--- config.mk ---
export PLATFORM = sky130hd
export DESIGN_NAME = asr_bank
export DESIGN_NICKNAME = d
export VERILOG_FILES = /design/src/include/asr_pkg.sv /design/src/hw/asr_bank.sv
export SDC_FILE = /design/constraint.sdc
export NUM_CORES = 1
export LEC_CHECK = 0
export ABC_AREA = 1
export ABC_CLOCK_PERIOD_IN_PS = 1700
export CORE_UTILIZATION = 33
export CTS_BUF_LIST = sky130_fd_sc_hd__clkbuf_16
export CTS_CLUSTER_SIZE = 40
export DETAILED_ROUTE_END_ITERATION = 8
export DONT_BUFFER_PORTS = 1
export HOLD_SLACK_MARGIN = 0.15
export PLACE_DENSITY_LB_ADDON = 0.12
export SYNTH_ARGS = -nofsm -noshare
export SYNTH_HDL_FRONTEND = slang
export SYNTH_SLANG_ARGS = --single-unit
--- constraint.sdc ---
create_clock -name clk -period 1.7 [get_ports clk]
set_clock_uncertainty 0.15 [all_clocks]
set_input_delay 0.17 -clock clk [delete_from_list [all_inputs] [get_ports clk]]
set_output_delay 0.17 -clock clk [all_outputs]
set_load 0.1 [all_outputs]
--- src/include/asr_pkg.sv ---
/*
  asr_pkg: register offsets, reset values, field positions and carrier
  types for the converter's serial-port register bank.
  Assumes a serial front end that turns host frames into byte accesses.
*/
package asr_pkg;

  // ****************************************
  // register offsets
  // ****************************************
  localparam logic [7:0] ASR_OFF_PORT_CFG = 8'h00;
  localparam logic [7:0] ASR_OFF_PART_ID = 8'h01;
  localparam logic [7:0] ASR_OFF_SPEED = 8'h02;
  localparam logic [7:0] ASR_OFF_CHAN_SEL = 8'h05;
  localparam logic [7:0] ASR_OFF_POWER = 8'h08;
  localparam logic [7:0] ASR_OFF_DCS = 8'h09;
  localparam logic [7:0] ASR_OFF_DIVIDER = 8'h0b;
  localparam logic [7:0] ASR_OFF_PATTERN = 8'h0d;
  localparam logic [7:0] ASR_OFF_COMMIT = 8'hff;
  localparam logic [7:0] ASR_SHADOW_LO = 8'h08;
  localparam logic [7:0] ASR_SHADOW_HI = 8'h18;

  // ****************************************
  // reset values and command codes
  // ****************************************
  localparam logic [7:0] ASR_RST_PORT_CFG = 8'h18;
  localparam logic [1:0] ASR_RST_CHAN_SEL = 2'h3;
  localparam logic [1:0] ASR_RST_POWER_MODE = 2'h0;
  localparam logic ASR_RST_PDWN_FUNC = 1'h0;
  localparam logic ASR_RST_DCS = 1'h1;
  localparam logic [2:0] ASR_RST_DIVIDER = 3'h0;
  localparam logic [5:0] ASR_RST_PATTERN = 6'h00;
  localparam logic [7:0] ASR_COMMIT_CODE = 8'h01;

  // ****************************************
  // field positions
  // ****************************************
  localparam int ASR_BIT_CHAN_A = 0;
  localparam int ASR_BIT_CHAN_B = 1;
  localparam int ASR_BIT_LSB_LO = 1;
  localparam int ASR_BIT_LSB_HI = 6;
  localparam int ASR_BIT_SRST_LO = 2;
  localparam int ASR_BIT_SRST_HI = 5;
  localparam int ASR_BIT_PDWN_FUNC = 5;
  localparam int ASR_BIT_COMMIT = 0;

  // ****************************************
  // carrier types
  // ****************************************
  typedef struct packed {
    logic wr;
    logic rd;
    logic [7:0] addr;
    logic [7:0] wdata;
  } asr_req_t;

  typedef struct packed {
    logic [1:0] power_mode;
    logic [5:0] pattern;
  } asr_chan_cfg_t;

  typedef struct packed {
    logic pdwn_func;
    logic dcs_en;
    logic [2:0] divider;
  } asr_glb_cfg_t;

endpackage

--- src/hw/asr_bank.sv ---
/*
  asr_bank: shadowed register bank for a dual-channel converter.
  Assumes requests arrive as one-cycle byte accesses from a serial
  front end on clk; read data returns the next cycle.
*/
// How it works
// - setup writes 0x08-0x18 land in shadow only
// - writing 0x01 to 0xFF requests commit
// - commit copies all shadow values at once
// - commit bit clears itself after update
// - local registers kept per channel
// - channel select bits steer local access
// - both bits set writes both channels
// - both bits set reads channel A
// - global registers ignore channel select
`timescale 1ns/1ps
module asr_bank #(
  parameter logic [7:0] PART_ID = 8'h5a,   // arbitrary value
  parameter logic [1:0] SPEED_ID = 2'h0    // arbitrary value
) (
  // clock and reset
  input wire logic clk,
  input wire logic rst_b,
  // register access
  input asr_pkg::asr_req_t req,
  output logic [7:0] rdata,
  output logic rvalid,
  // port configuration
  output logic lsb_first,
  output logic soft_reset,
  // active settings
  output asr_pkg::asr_glb_cfg_t act_glb,
  output asr_pkg::asr_chan_cfg_t act_cha,
  output asr_pkg::asr_chan_cfg_t act_chb
);

  // ****************************************
  // decode
  // ****************************************
  function automatic logic hit(input asr_pkg::asr_req_t r, input logic [7:0] off);
    hit = r.wr && (r.addr == off);
  endfunction

  logic [1:0] chan_sel_r;
  logic commit_r;
  logic lsb_first_r;
  logic soft_reset_r;
  asr_pkg::asr_glb_cfg_t shd_glb_r;
  asr_pkg::asr_chan_cfg_t shd_ch_r [2];
  logic commit_wr;
  logic [1:0] wr_ch;

  assign commit_wr = hit(req, asr_pkg::ASR_OFF_COMMIT) && (req.wdata == asr_pkg::ASR_COMMIT_CODE);
  assign wr_ch = chan_sel_r;
  assign lsb_first = lsb_first_r;
  assign soft_reset = soft_reset_r;

  // ****************************************
  // port configuration and channel select
  // ****************************************
  // soft reset is a one-cycle strobe; it returns the shadows and channel select to defaults
  always_ff @(posedge clk or negedge rst_b) begin
    if (!rst_b) begin
      lsb_first_r <= 1'b0;
      soft_reset_r <= 1'b0;
    end else begin
      soft_reset_r <= 1'b0;
      if (hit(req, asr_pkg::ASR_OFF_PORT_CFG)) begin
        lsb_first_r <= req.wdata[asr_pkg::ASR_BIT_LSB_LO] | req.wdata[asr_pkg::ASR_BIT_LSB_HI];
        soft_reset_r <= req.wdata[asr_pkg::ASR_BIT_SRST_LO] | req.wdata[asr_pkg::ASR_BIT_SRST_HI];
      end
    end
  end

  always_ff @(posedge clk or negedge rst_b) begin
    if (!rst_b) begin
      chan_sel_r <= asr_pkg::ASR_RST_CHAN_SEL;
    end else if (soft_reset_r) begin
      chan_sel_r <= asr_pkg::ASR_RST_CHAN_SEL;
    end else if (hit(req, asr_pkg::ASR_OFF_CHAN_SEL)) begin
      chan_sel_r <= {req.wdata[asr_pkg::ASR_BIT_CHAN_B], req.wdata[asr_pkg::ASR_BIT_CHAN_A]};
    end
  end

  // ****************************************
  // shadow stage
  // ****************************************
  // global shadow, no channel steering
  always_ff @(posedge clk or negedge rst_b) begin
    if (!rst_b) begin
      shd_glb_r <= '{asr_pkg::ASR_RST_PDWN_FUNC, asr_pkg::ASR_RST_DCS, asr_pkg::ASR_RST_DIVIDER};
    end else if (soft_reset_r) begin
      shd_glb_r <= '{asr_pkg::ASR_RST_PDWN_FUNC, asr_pkg::ASR_RST_DCS, asr_pkg::ASR_RST_DIVIDER};
    end else if (hit(req, asr_pkg::ASR_OFF_POWER)) begin
      shd_glb_r.pdwn_func <= req.wdata[asr_pkg::ASR_BIT_PDWN_FUNC];
    end else if (hit(req, asr_pkg::ASR_OFF_DCS)) begin
      shd_glb_r.dcs_en <= req.wdata[0];
    end else if (hit(req, asr_pkg::ASR_OFF_DIVIDER)) begin
      shd_glb_r.divider <= req.wdata[2:0];
    end
  end

  // one local copy per channel, both written when both selected
  for (genvar c = 0; c < 2; c++) begin : g_chan
    always_ff @(posedge clk or negedge rst_b) begin
      if (!rst_b) begin
        shd_ch_r[c] <= '{asr_pkg::ASR_RST_POWER_MODE, asr_pkg::ASR_RST_PATTERN};
      end else if (soft_reset_r) begin
        shd_ch_r[c] <= '{asr_pkg::ASR_RST_POWER_MODE, asr_pkg::ASR_RST_PATTERN};
      end else if (wr_ch[c] && hit(req, asr_pkg::ASR_OFF_POWER)) begin
        shd_ch_r[c].power_mode <= req.wdata[1:0];
      end else if (wr_ch[c] && hit(req, asr_pkg::ASR_OFF_PATTERN)) begin
        shd_ch_r[c].pattern <= {req.wdata[5:4], 1'b0, req.wdata[2:0]};
      end
    end
  end

  // ****************************************
  // commit
  // ****************************************
  // self-clearing commit bit, a new request wins over the clear
  always_ff @(posedge clk or negedge rst_b) begin
    if (!rst_b) begin
      commit_r <= 1'b0;
    end else begin
      commit_r <= commit_wr;
    end
  end

  // every active setting loads on the same edge
  always_ff @(posedge clk or negedge rst_b) begin
    if (!rst_b) begin
      act_glb <= '{asr_pkg::ASR_RST_PDWN_FUNC, asr_pkg::ASR_RST_DCS, asr_pkg::ASR_RST_DIVIDER};
      act_cha <= '{asr_pkg::ASR_RST_POWER_MODE, asr_pkg::ASR_RST_PATTERN};
      act_chb <= '{asr_pkg::ASR_RST_POWER_MODE, asr_pkg::ASR_RST_PATTERN};
    end else if (commit_r) begin
      act_glb <= shd_glb_r;
      act_cha <= shd_ch_r[0];
      act_chb <= shd_ch_r[1];
    end
  end

  // ****************************************
  // readback
  // ****************************************
  logic [7:0] rd_mux;
  asr_pkg::asr_chan_cfg_t rd_ch;

  // channel A wins when both are selected; reads show shadow values
  always_comb begin
    rd_ch = chan_sel_r[asr_pkg::ASR_BIT_CHAN_A] ? shd_ch_r[0] : shd_ch_r[1];
    rd_mux = 8'h00;  // unmapped addresses read zero
    unique case (req.addr)
      asr_pkg::ASR_OFF_PORT_CFG: begin
        rd_mux = asr_pkg::ASR_RST_PORT_CFG;
        rd_mux[asr_pkg::ASR_BIT_LSB_LO] = lsb_first_r;
        rd_mux[asr_pkg::ASR_BIT_LSB_HI] = lsb_first_r;
      end
      asr_pkg::ASR_OFF_PART_ID: rd_mux = PART_ID;
      asr_pkg::ASR_OFF_SPEED: rd_mux = {2'h0, SPEED_ID, 4'h0};
      asr_pkg::ASR_OFF_CHAN_SEL: rd_mux = {6'h00, chan_sel_r};
      asr_pkg::ASR_OFF_POWER: rd_mux = {2'h0, shd_glb_r.pdwn_func, 3'h0, rd_ch.power_mode};
      asr_pkg::ASR_OFF_DCS: rd_mux = {7'h00, shd_glb_r.dcs_en};
      asr_pkg::ASR_OFF_DIVIDER: rd_mux = {5'h00, shd_glb_r.divider};
      asr_pkg::ASR_OFF_PATTERN: rd_mux = {2'h0, rd_ch.pattern};
      asr_pkg::ASR_OFF_COMMIT: rd_mux = {7'h00, commit_r};
      default: rd_mux = 8'h00;
    endcase
  end

  // read data is held until the next read
  always_ff @(posedge clk or negedge rst_b) begin
    if (!rst_b) begin
      rdata <= 8'h00;
      rvalid <= 1'b0;
    end else begin
      rvalid <= req.rd;
      if (req.rd) begin
        rdata <= rd_mux;
      end
    end
  end

  // ****************************************
  // checks
  // ****************************************
  AST_SHADOW_HOLD: assert property (@(posedge clk) disable iff (!rst_b)
    !commit_r |=> $stable(act_glb) && $stable(act_cha) && $stable(act_chb))
    else $error("active setting changed without commit");
  AST_COMMIT_REQ: assert property (@(posedge clk) disable iff (!rst_b)
    commit_wr |=> commit_r)
    else $error("commit write not recognised");
  AST_COMMIT_COPY: assert property (@(posedge clk) disable iff (!rst_b)
    commit_r |=> act_glb == $past(shd_glb_r) && act_cha == $past(shd_ch_r[0])
      && act_chb == $past(shd_ch_r[1]))
    else $error("commit did not copy all shadows");
  AST_COMMIT_CLEAR: assert property (@(posedge clk) disable iff (!rst_b)
    commit_r && !commit_wr |=> !commit_r)
    else $error("commit bit did not clear");
  AST_LOCAL_A_ONLY: assert property (@(posedge clk) disable iff (!rst_b)
    hit(req, asr_pkg::ASR_OFF_PATTERN) && chan_sel_r == 2'h1 && !soft_reset_r
      |=> $stable(shd_ch_r[1]) && shd_ch_r[0].pattern[2:0] == $past(req.wdata[2:0]))
    else $error("local write misrouted");
  AST_LOCAL_BOTH: assert property (@(posedge clk) disable iff (!rst_b)
    hit(req, asr_pkg::ASR_OFF_PATTERN) && chan_sel_r == 2'h3 && !soft_reset_r
      |=> shd_ch_r[0].pattern == shd_ch_r[1].pattern)
    else $error("broadcast write missed a channel");
  AST_READ_A: assert property (@(posedge clk) disable iff (!rst_b)
    req.rd && req.addr == asr_pkg::ASR_OFF_PATTERN && chan_sel_r == 2'h3
      |=> rvalid && rdata[2:0] == $past(shd_ch_r[0].pattern[2:0]))
    else $error("dual-select read not from channel A");
  AST_GLOBAL_SHARED: assert property (@(posedge clk) disable iff (!rst_b)
    hit(req, asr_pkg::ASR_OFF_DIVIDER) && chan_sel_r == 2'h0 && !soft_reset_r
      |=> shd_glb_r.divider == $past(req.wdata[2:0]))
    else $error("global write blocked by channel select");
  AST_MIRROR: assert property (@(posedge clk) disable iff (!rst_b)
    hit(req, asr_pkg::ASR_OFF_PORT_CFG) && req.wdata[asr_pkg::ASR_BIT_LSB_LO]
      && !req.wdata[asr_pkg::ASR_BIT_LSB_HI] |=> lsb_first)
    else $error("low nibble bit order ignored");

endmodule // asr_bank

### After elaboration in Yosys (flattened, before gate mapping)

Index checks and enable logic that the tools add are counted.

* bits in registers: 56
* latch bits: 0
* bits in writable memories: 0
* ROM bits: 0
* output and inout port bits: 32
* word-level logic and storage cells: 78
* memories kept: 0

* add/sub/neg operators: 0
* multipliers: 0
* div/mod/pow operators: 0
* $lt $le $gt $ge: 0
* eq/ne operators: 12
* shift-type cells: 0
* multiplexer cells: 19
* bitwise logic cells: 2
* reduce and logical (&&, ||, !) cells: 25

Operators with widths (count)
* $pmux 7 s8: 1
* $eq 8x4->1 const B: 4
* $mux 6: 4
* $mux 8: 3
* $eq 8x1->1 const B: 2
* $reduce_bool 2->1: 8
* $logic_and 1x1->1: 12
* $eq 8x3->1 const B: 1
* $eq 8x8->1 const B: 1
* $logic_not 8->1: 1
* $mux 2: 4
* $ne 2x2->1 const B: 4
* $mux 3: 2
* $reduce_and 2->1: 3
* $mux 5: 1
* $mux 4: 1
* $mux 1: 3
* $reduce_and 3->1: 1
* $or 1x1->1: 2

### Depth between registers and ports, before layout

* depth in word-level cells: 6
* gate-level depth with buffers: 10
* gate-level depth less buffers: 10

### Least setup slack after synthesis

No wires, ideal clock.

* kind: reg-to-reg
* from: reg soft_reset_r, in the netlist soft_reset
* to: reg shd_glb_r[2] (netlist bit)
* setup time: 126 ps
* data arrival time: 1626 ps
* required time: 1424 ps
* setup slack: -202 ps
* stages on the path, launching flop included: 6
* path buffers: 2
* period minus slack after synthesis: 1902 ps
* cell sequence: dfrtp_1 > buf_2 > inv_2 > buf_2 > nand2_1 > o21ai_0

* longest elaborated chain between the ends: 2
* elaborated cells between the ends (all ways): 5
* those cells by class: eq/ne (2); mux (1); reduce/logical (2)

RTL lines
* from (decl): line asr_bank.sv:47 `logic soft_reset_r;`
* from (signal assigned): line asr_bank.sv:70 `soft_reset_r <= req.wdata[asr_pkg::ASR_BIT_SRST_LO] | req.wdata[asr_pkg::ASR_BIT_SRST_HI];`
* $ne 2x2->1 (no line) / $reduce_bool 2->1 (equally long branches)
* $reduce_and 3->1 (no line)
* to (signal assigned): line asr_bank.sv:91 `shd_glb_r <= '{asr_pkg::ASR_RST_PDWN_FUNC, asr_pkg::ASR_RST_DCS, asr_pkg::ASR_RST_DIVIDER};`
* to (signal assigned): line asr_bank.sv:93 `shd_glb_r <= '{asr_pkg::ASR_RST_PDWN_FUNC, asr_pkg::ASR_RST_DCS, asr_pkg::ASR_RST_DIVIDER};`
* to (decl): line asr_bank.sv:48 `asr_pkg::asr_glb_cfg_t shd_glb_r;`

Parallel ways exist; a longest one is shown, timed or not.
A chain may end at the register's enable or synchronous reset.

### Worst setup path in the final report

* from: in req[9] (netlist bit)
* to: reg shd_ch_r[10] (netlist bit)

* longest elaborated chain between the ends: 5
* elaborated cells between the ends (all ways): 9
* those cells by class: eq/ne (3); reduce/logical (6)

RTL lines
* from (decl): line asr_bank.sv:25 `input asr_pkg::asr_req_t req,`
* $eq 8x4->1: line asr_bank.sv:41 `hit = r.wr && (r.addr == off);`
* $logic_and 1x1->1: line asr_bank.sv:41
* $logic_and 1x1->1, on equally long branches: line asr_bank.sv:110, asr_bank.sv:112
* $ne 2x2->1 (no line) / $reduce_bool 2->1 (equally long branches)
* $reduce_and 2->1 (no line) (*)
* to (signal, indexed assignment): line asr_bank.sv:107 `shd_ch_r[c] <= '{asr_pkg::ASR_RST_POWER_MODE, asr_pkg::ASR_RST_PATTERN};`
* to (signal, indexed assignment): line asr_bank.sv:109 `shd_ch_r[c] <= '{asr_pkg::ASR_RST_POWER_MODE, asr_pkg::ASR_RST_PATTERN};`
* to (decl): line asr_bank.sv:49 `asr_pkg::asr_chan_cfg_t shd_ch_r [2];`

Mark *: on every way between the ends. The rest lies on a longest branch, timed or not.

==> impl_metrics.ini <==
[placed_design]
gp_congestion = 0.872
place_ws_ns = 0.195
io_buffers = 0
dp_hpwl_um = 4160

[worst_setup_path]
cp_common_cell = nand2_1
r2r-start = chan_sel_r[0]
arrival_ns = 1.62
crit_slowest_cell = dlygate4sd3_1
path_depth = 11
reg2reg_to = rdata[1]
max_stage_delay_ns = 0.55
cp_max_fo = 6
crit_chain = dlygate4sd3_1, inv_2, nand2_1, nor2_4, nand2_4, nor2_4, nand2_1, nand2_4, inv_2, nand2_1, nand2_1
path_buf_inv = 3
cp.required_ns = 1.73
path_class = in -> reg
worstRegToRegCells = 7
startpoint_type = input pin
end_kind = flop
worstSetupEndpoint = shd_ch_r[10]
rrSetupSlack_ns = 0.21
startpoint = req[9]
path_delay_family = simple AND/OR/NAND/NOR gates

[sta]
fin_crit_sh_pct = 93.6
finalSetupViolations = 0
maxSlewViolCount = 0
finalHoldViolCount = 0
max_freq_ghz = 0.628
grt_setup_unrepaired = no
period_needed_ns = 1.59
holdWs_ns = 0.158
tns_ns = 0
finalWorstSetupSlack_ns = 0.109

[clocking]
clock_sinks = 51
cts_tree = yes
htree_levels = 2
cts_buffers = 5
root_buffer = clkbuf_16
clk_latency_ns = 0.29
path_clk_slew_ns = 0.07
cts_max_path_buffers = 2

[grt]
antenna_found_initial = 0
grt_max_degree = 52
grt_pass1_wl_um = 9490
grtUsageTotal_pct = 16.4
grt_pass1_vias = 1904
grt_remaining_overflow = 0

[die]
dieArea_mm2 = 0.00776
core_mm2 = 0.00721
die_x_um = 88.1
start_util_pct = 33.9
fp-row-count = 31
ios = 52
die_height_um = 88.1

[logic_synthesis]
synthCells = 283
avgSynthCellArea_um2 = 8.65
synthTopCellsByCount = nand2_1, dfrtp_1, nor2_1
synth_area_leaders = dfrtp_1, nand2_1, mux2_2, dfstp_2, nand3_1
yosys.area.top_type = dfrtp_1
postSynth.asyncResetShare_pct = 100
ys_seq_area_share_pct = 52.4
synth_edf_count = 0
synth_warnings = 0
ys_ff_latch = 51
yosys.cell_count.top_type = nand2_1
synth_flop_cell = dfrtp_1
synth_area_mm2 = 0.00245
synth_top_area_share_pct = 48.1
yosysUniqueCellTypes = 29

[finish]
n_antenna_cell = 0
finalNetCount = 354
area_growth_pct = 29.7
multi_input_area_mm2 = 0.00101
drive_above_1_share_pct = 23.0
n_fill_cell = 751
seq_area_mm2 = 0.00129
post-route-util_pct = 44.0

[routing]
ant_nets = 0
drc = 0
via_count = 1988
vias_per_cell = 4.58
drt_pass1_iterations = 4
wl_um = 5960
routedWlPerCell_um = 13.7
drtIter0Drc = 91

[run]
cap_viol_max_count = 0

[power]
power_density_mw_per_mm2 = 862
p_leak_nw = 1.63
vdd_drop_max_uv = 426

[hold_path]
min_path_type = in -> reg
hold_start = req[8]

[status]
outcome = completed
-- worst min-delay path: cells and delay by family --
family          cells  cell delay (ns)
simple gates        3             0.31
compound gates      1             0.07
-- layer usage --
metal / part of all wire (%) / GRT usage (%) / up-vias
met1: 46 / 22.1 / 931
li1: - / - / 1000
met2: 48 / 26.9 / 48
met3: 4.3 / 3.11 / 9
met4: 1.3 / 4.99 / 0
met5: 0 / 0 / -
-- repair_timing --
action,CTS,global route
hold endpoints to repair,83,0
gates resized for setup,0,4
setup endpoints to repair,0,9
hold buffers,21,0
buffers inserted,0,2
-- final cells by class --
cell class                 count  area share, %
sequential                    51           40.5
multi-input combinational    194           31.7
timing repair buffer          54           15.4
clock buffer                   5           3.94
tap                           99           3.90
inverter                      28           3.31
clock inverter                 3           1.22
-- power by group --
group / switching, W / internal, W / leakage, nW
logic: 0.000205 / 0.0000932 / 0.890
clock network: 0.000425 / 0.000687 / 0.0812
registers: 0.0000494 / 0.00128 / 0.662
-- registers in the layout (all words and copies together), names as in the netlist --
signal	cells
act_cha	7
act_chb	7
act_glb	5
chan_sel_r	2
commit_r	1
lsb_first	1
rdata	7
rvalid	1
shd_ch_r	14
shd_glb_r	5
soft_reset	1
-- how the worst min path moves through the flow --
stage                              end  slack, ns  cells past startpoint
after global routing      shd_glb_r[1]       0.22                      4
final                         rdata[3]       0.16                      4
after floorplan             act_cha[0]      -0.28                      0
after detailed placement      rdata[3]      -0.27                      0
after global placement          rvalid      -0.27                      0
after CTS                 shd_glb_r[1]       0.15                      4
-- cells in the final DEF (no fill, tap or decap), types with 2 or more instances in the layout --
cell type / n
conb_1: 3
clkbuf_16: 5
nand2_4: 3
nand3_1: 20
nand2_2: 4
nor2_1: 26
inv_2: 6
o21ai_0: 9
dfrtp_1: 46
nor2_4: 2
inv_1: 22
a21oi_1: 13
nand4_1: 4
nand2_1: 79
dlygate4sd3_1: 20
mux2_2: 12
dfstp_2: 3
o21ai_1: 8
buf_4: 32
nor2_8: 2
-- through the flow --
stage	area, µm²	power [W]	instances
floorplan	2460	0.00152	285
global placement	2750	0.00156	403
detailed placement	2750	0.00156	403
CTS	3140	0.00277	432
global route	3170	0.00287	434
finish	3170	0.00274	434
-- logic make-up (layout without fill, tap and decap cells) --
group / after synthesis / in the layout / share of synthesized area (%)
and+or+nand+nor: 144 / 144 / 26.9
other: 1 / 3 / 0.153
DFF: 51 / 51 / 52.4
muxes: 13 / 13 / 5.93
buffers and inverters: 40 / 90 / 7.36
AOI/OAI and AO/OA: 34 / 34 / 7.26
(Power assumes the default switching activity.)
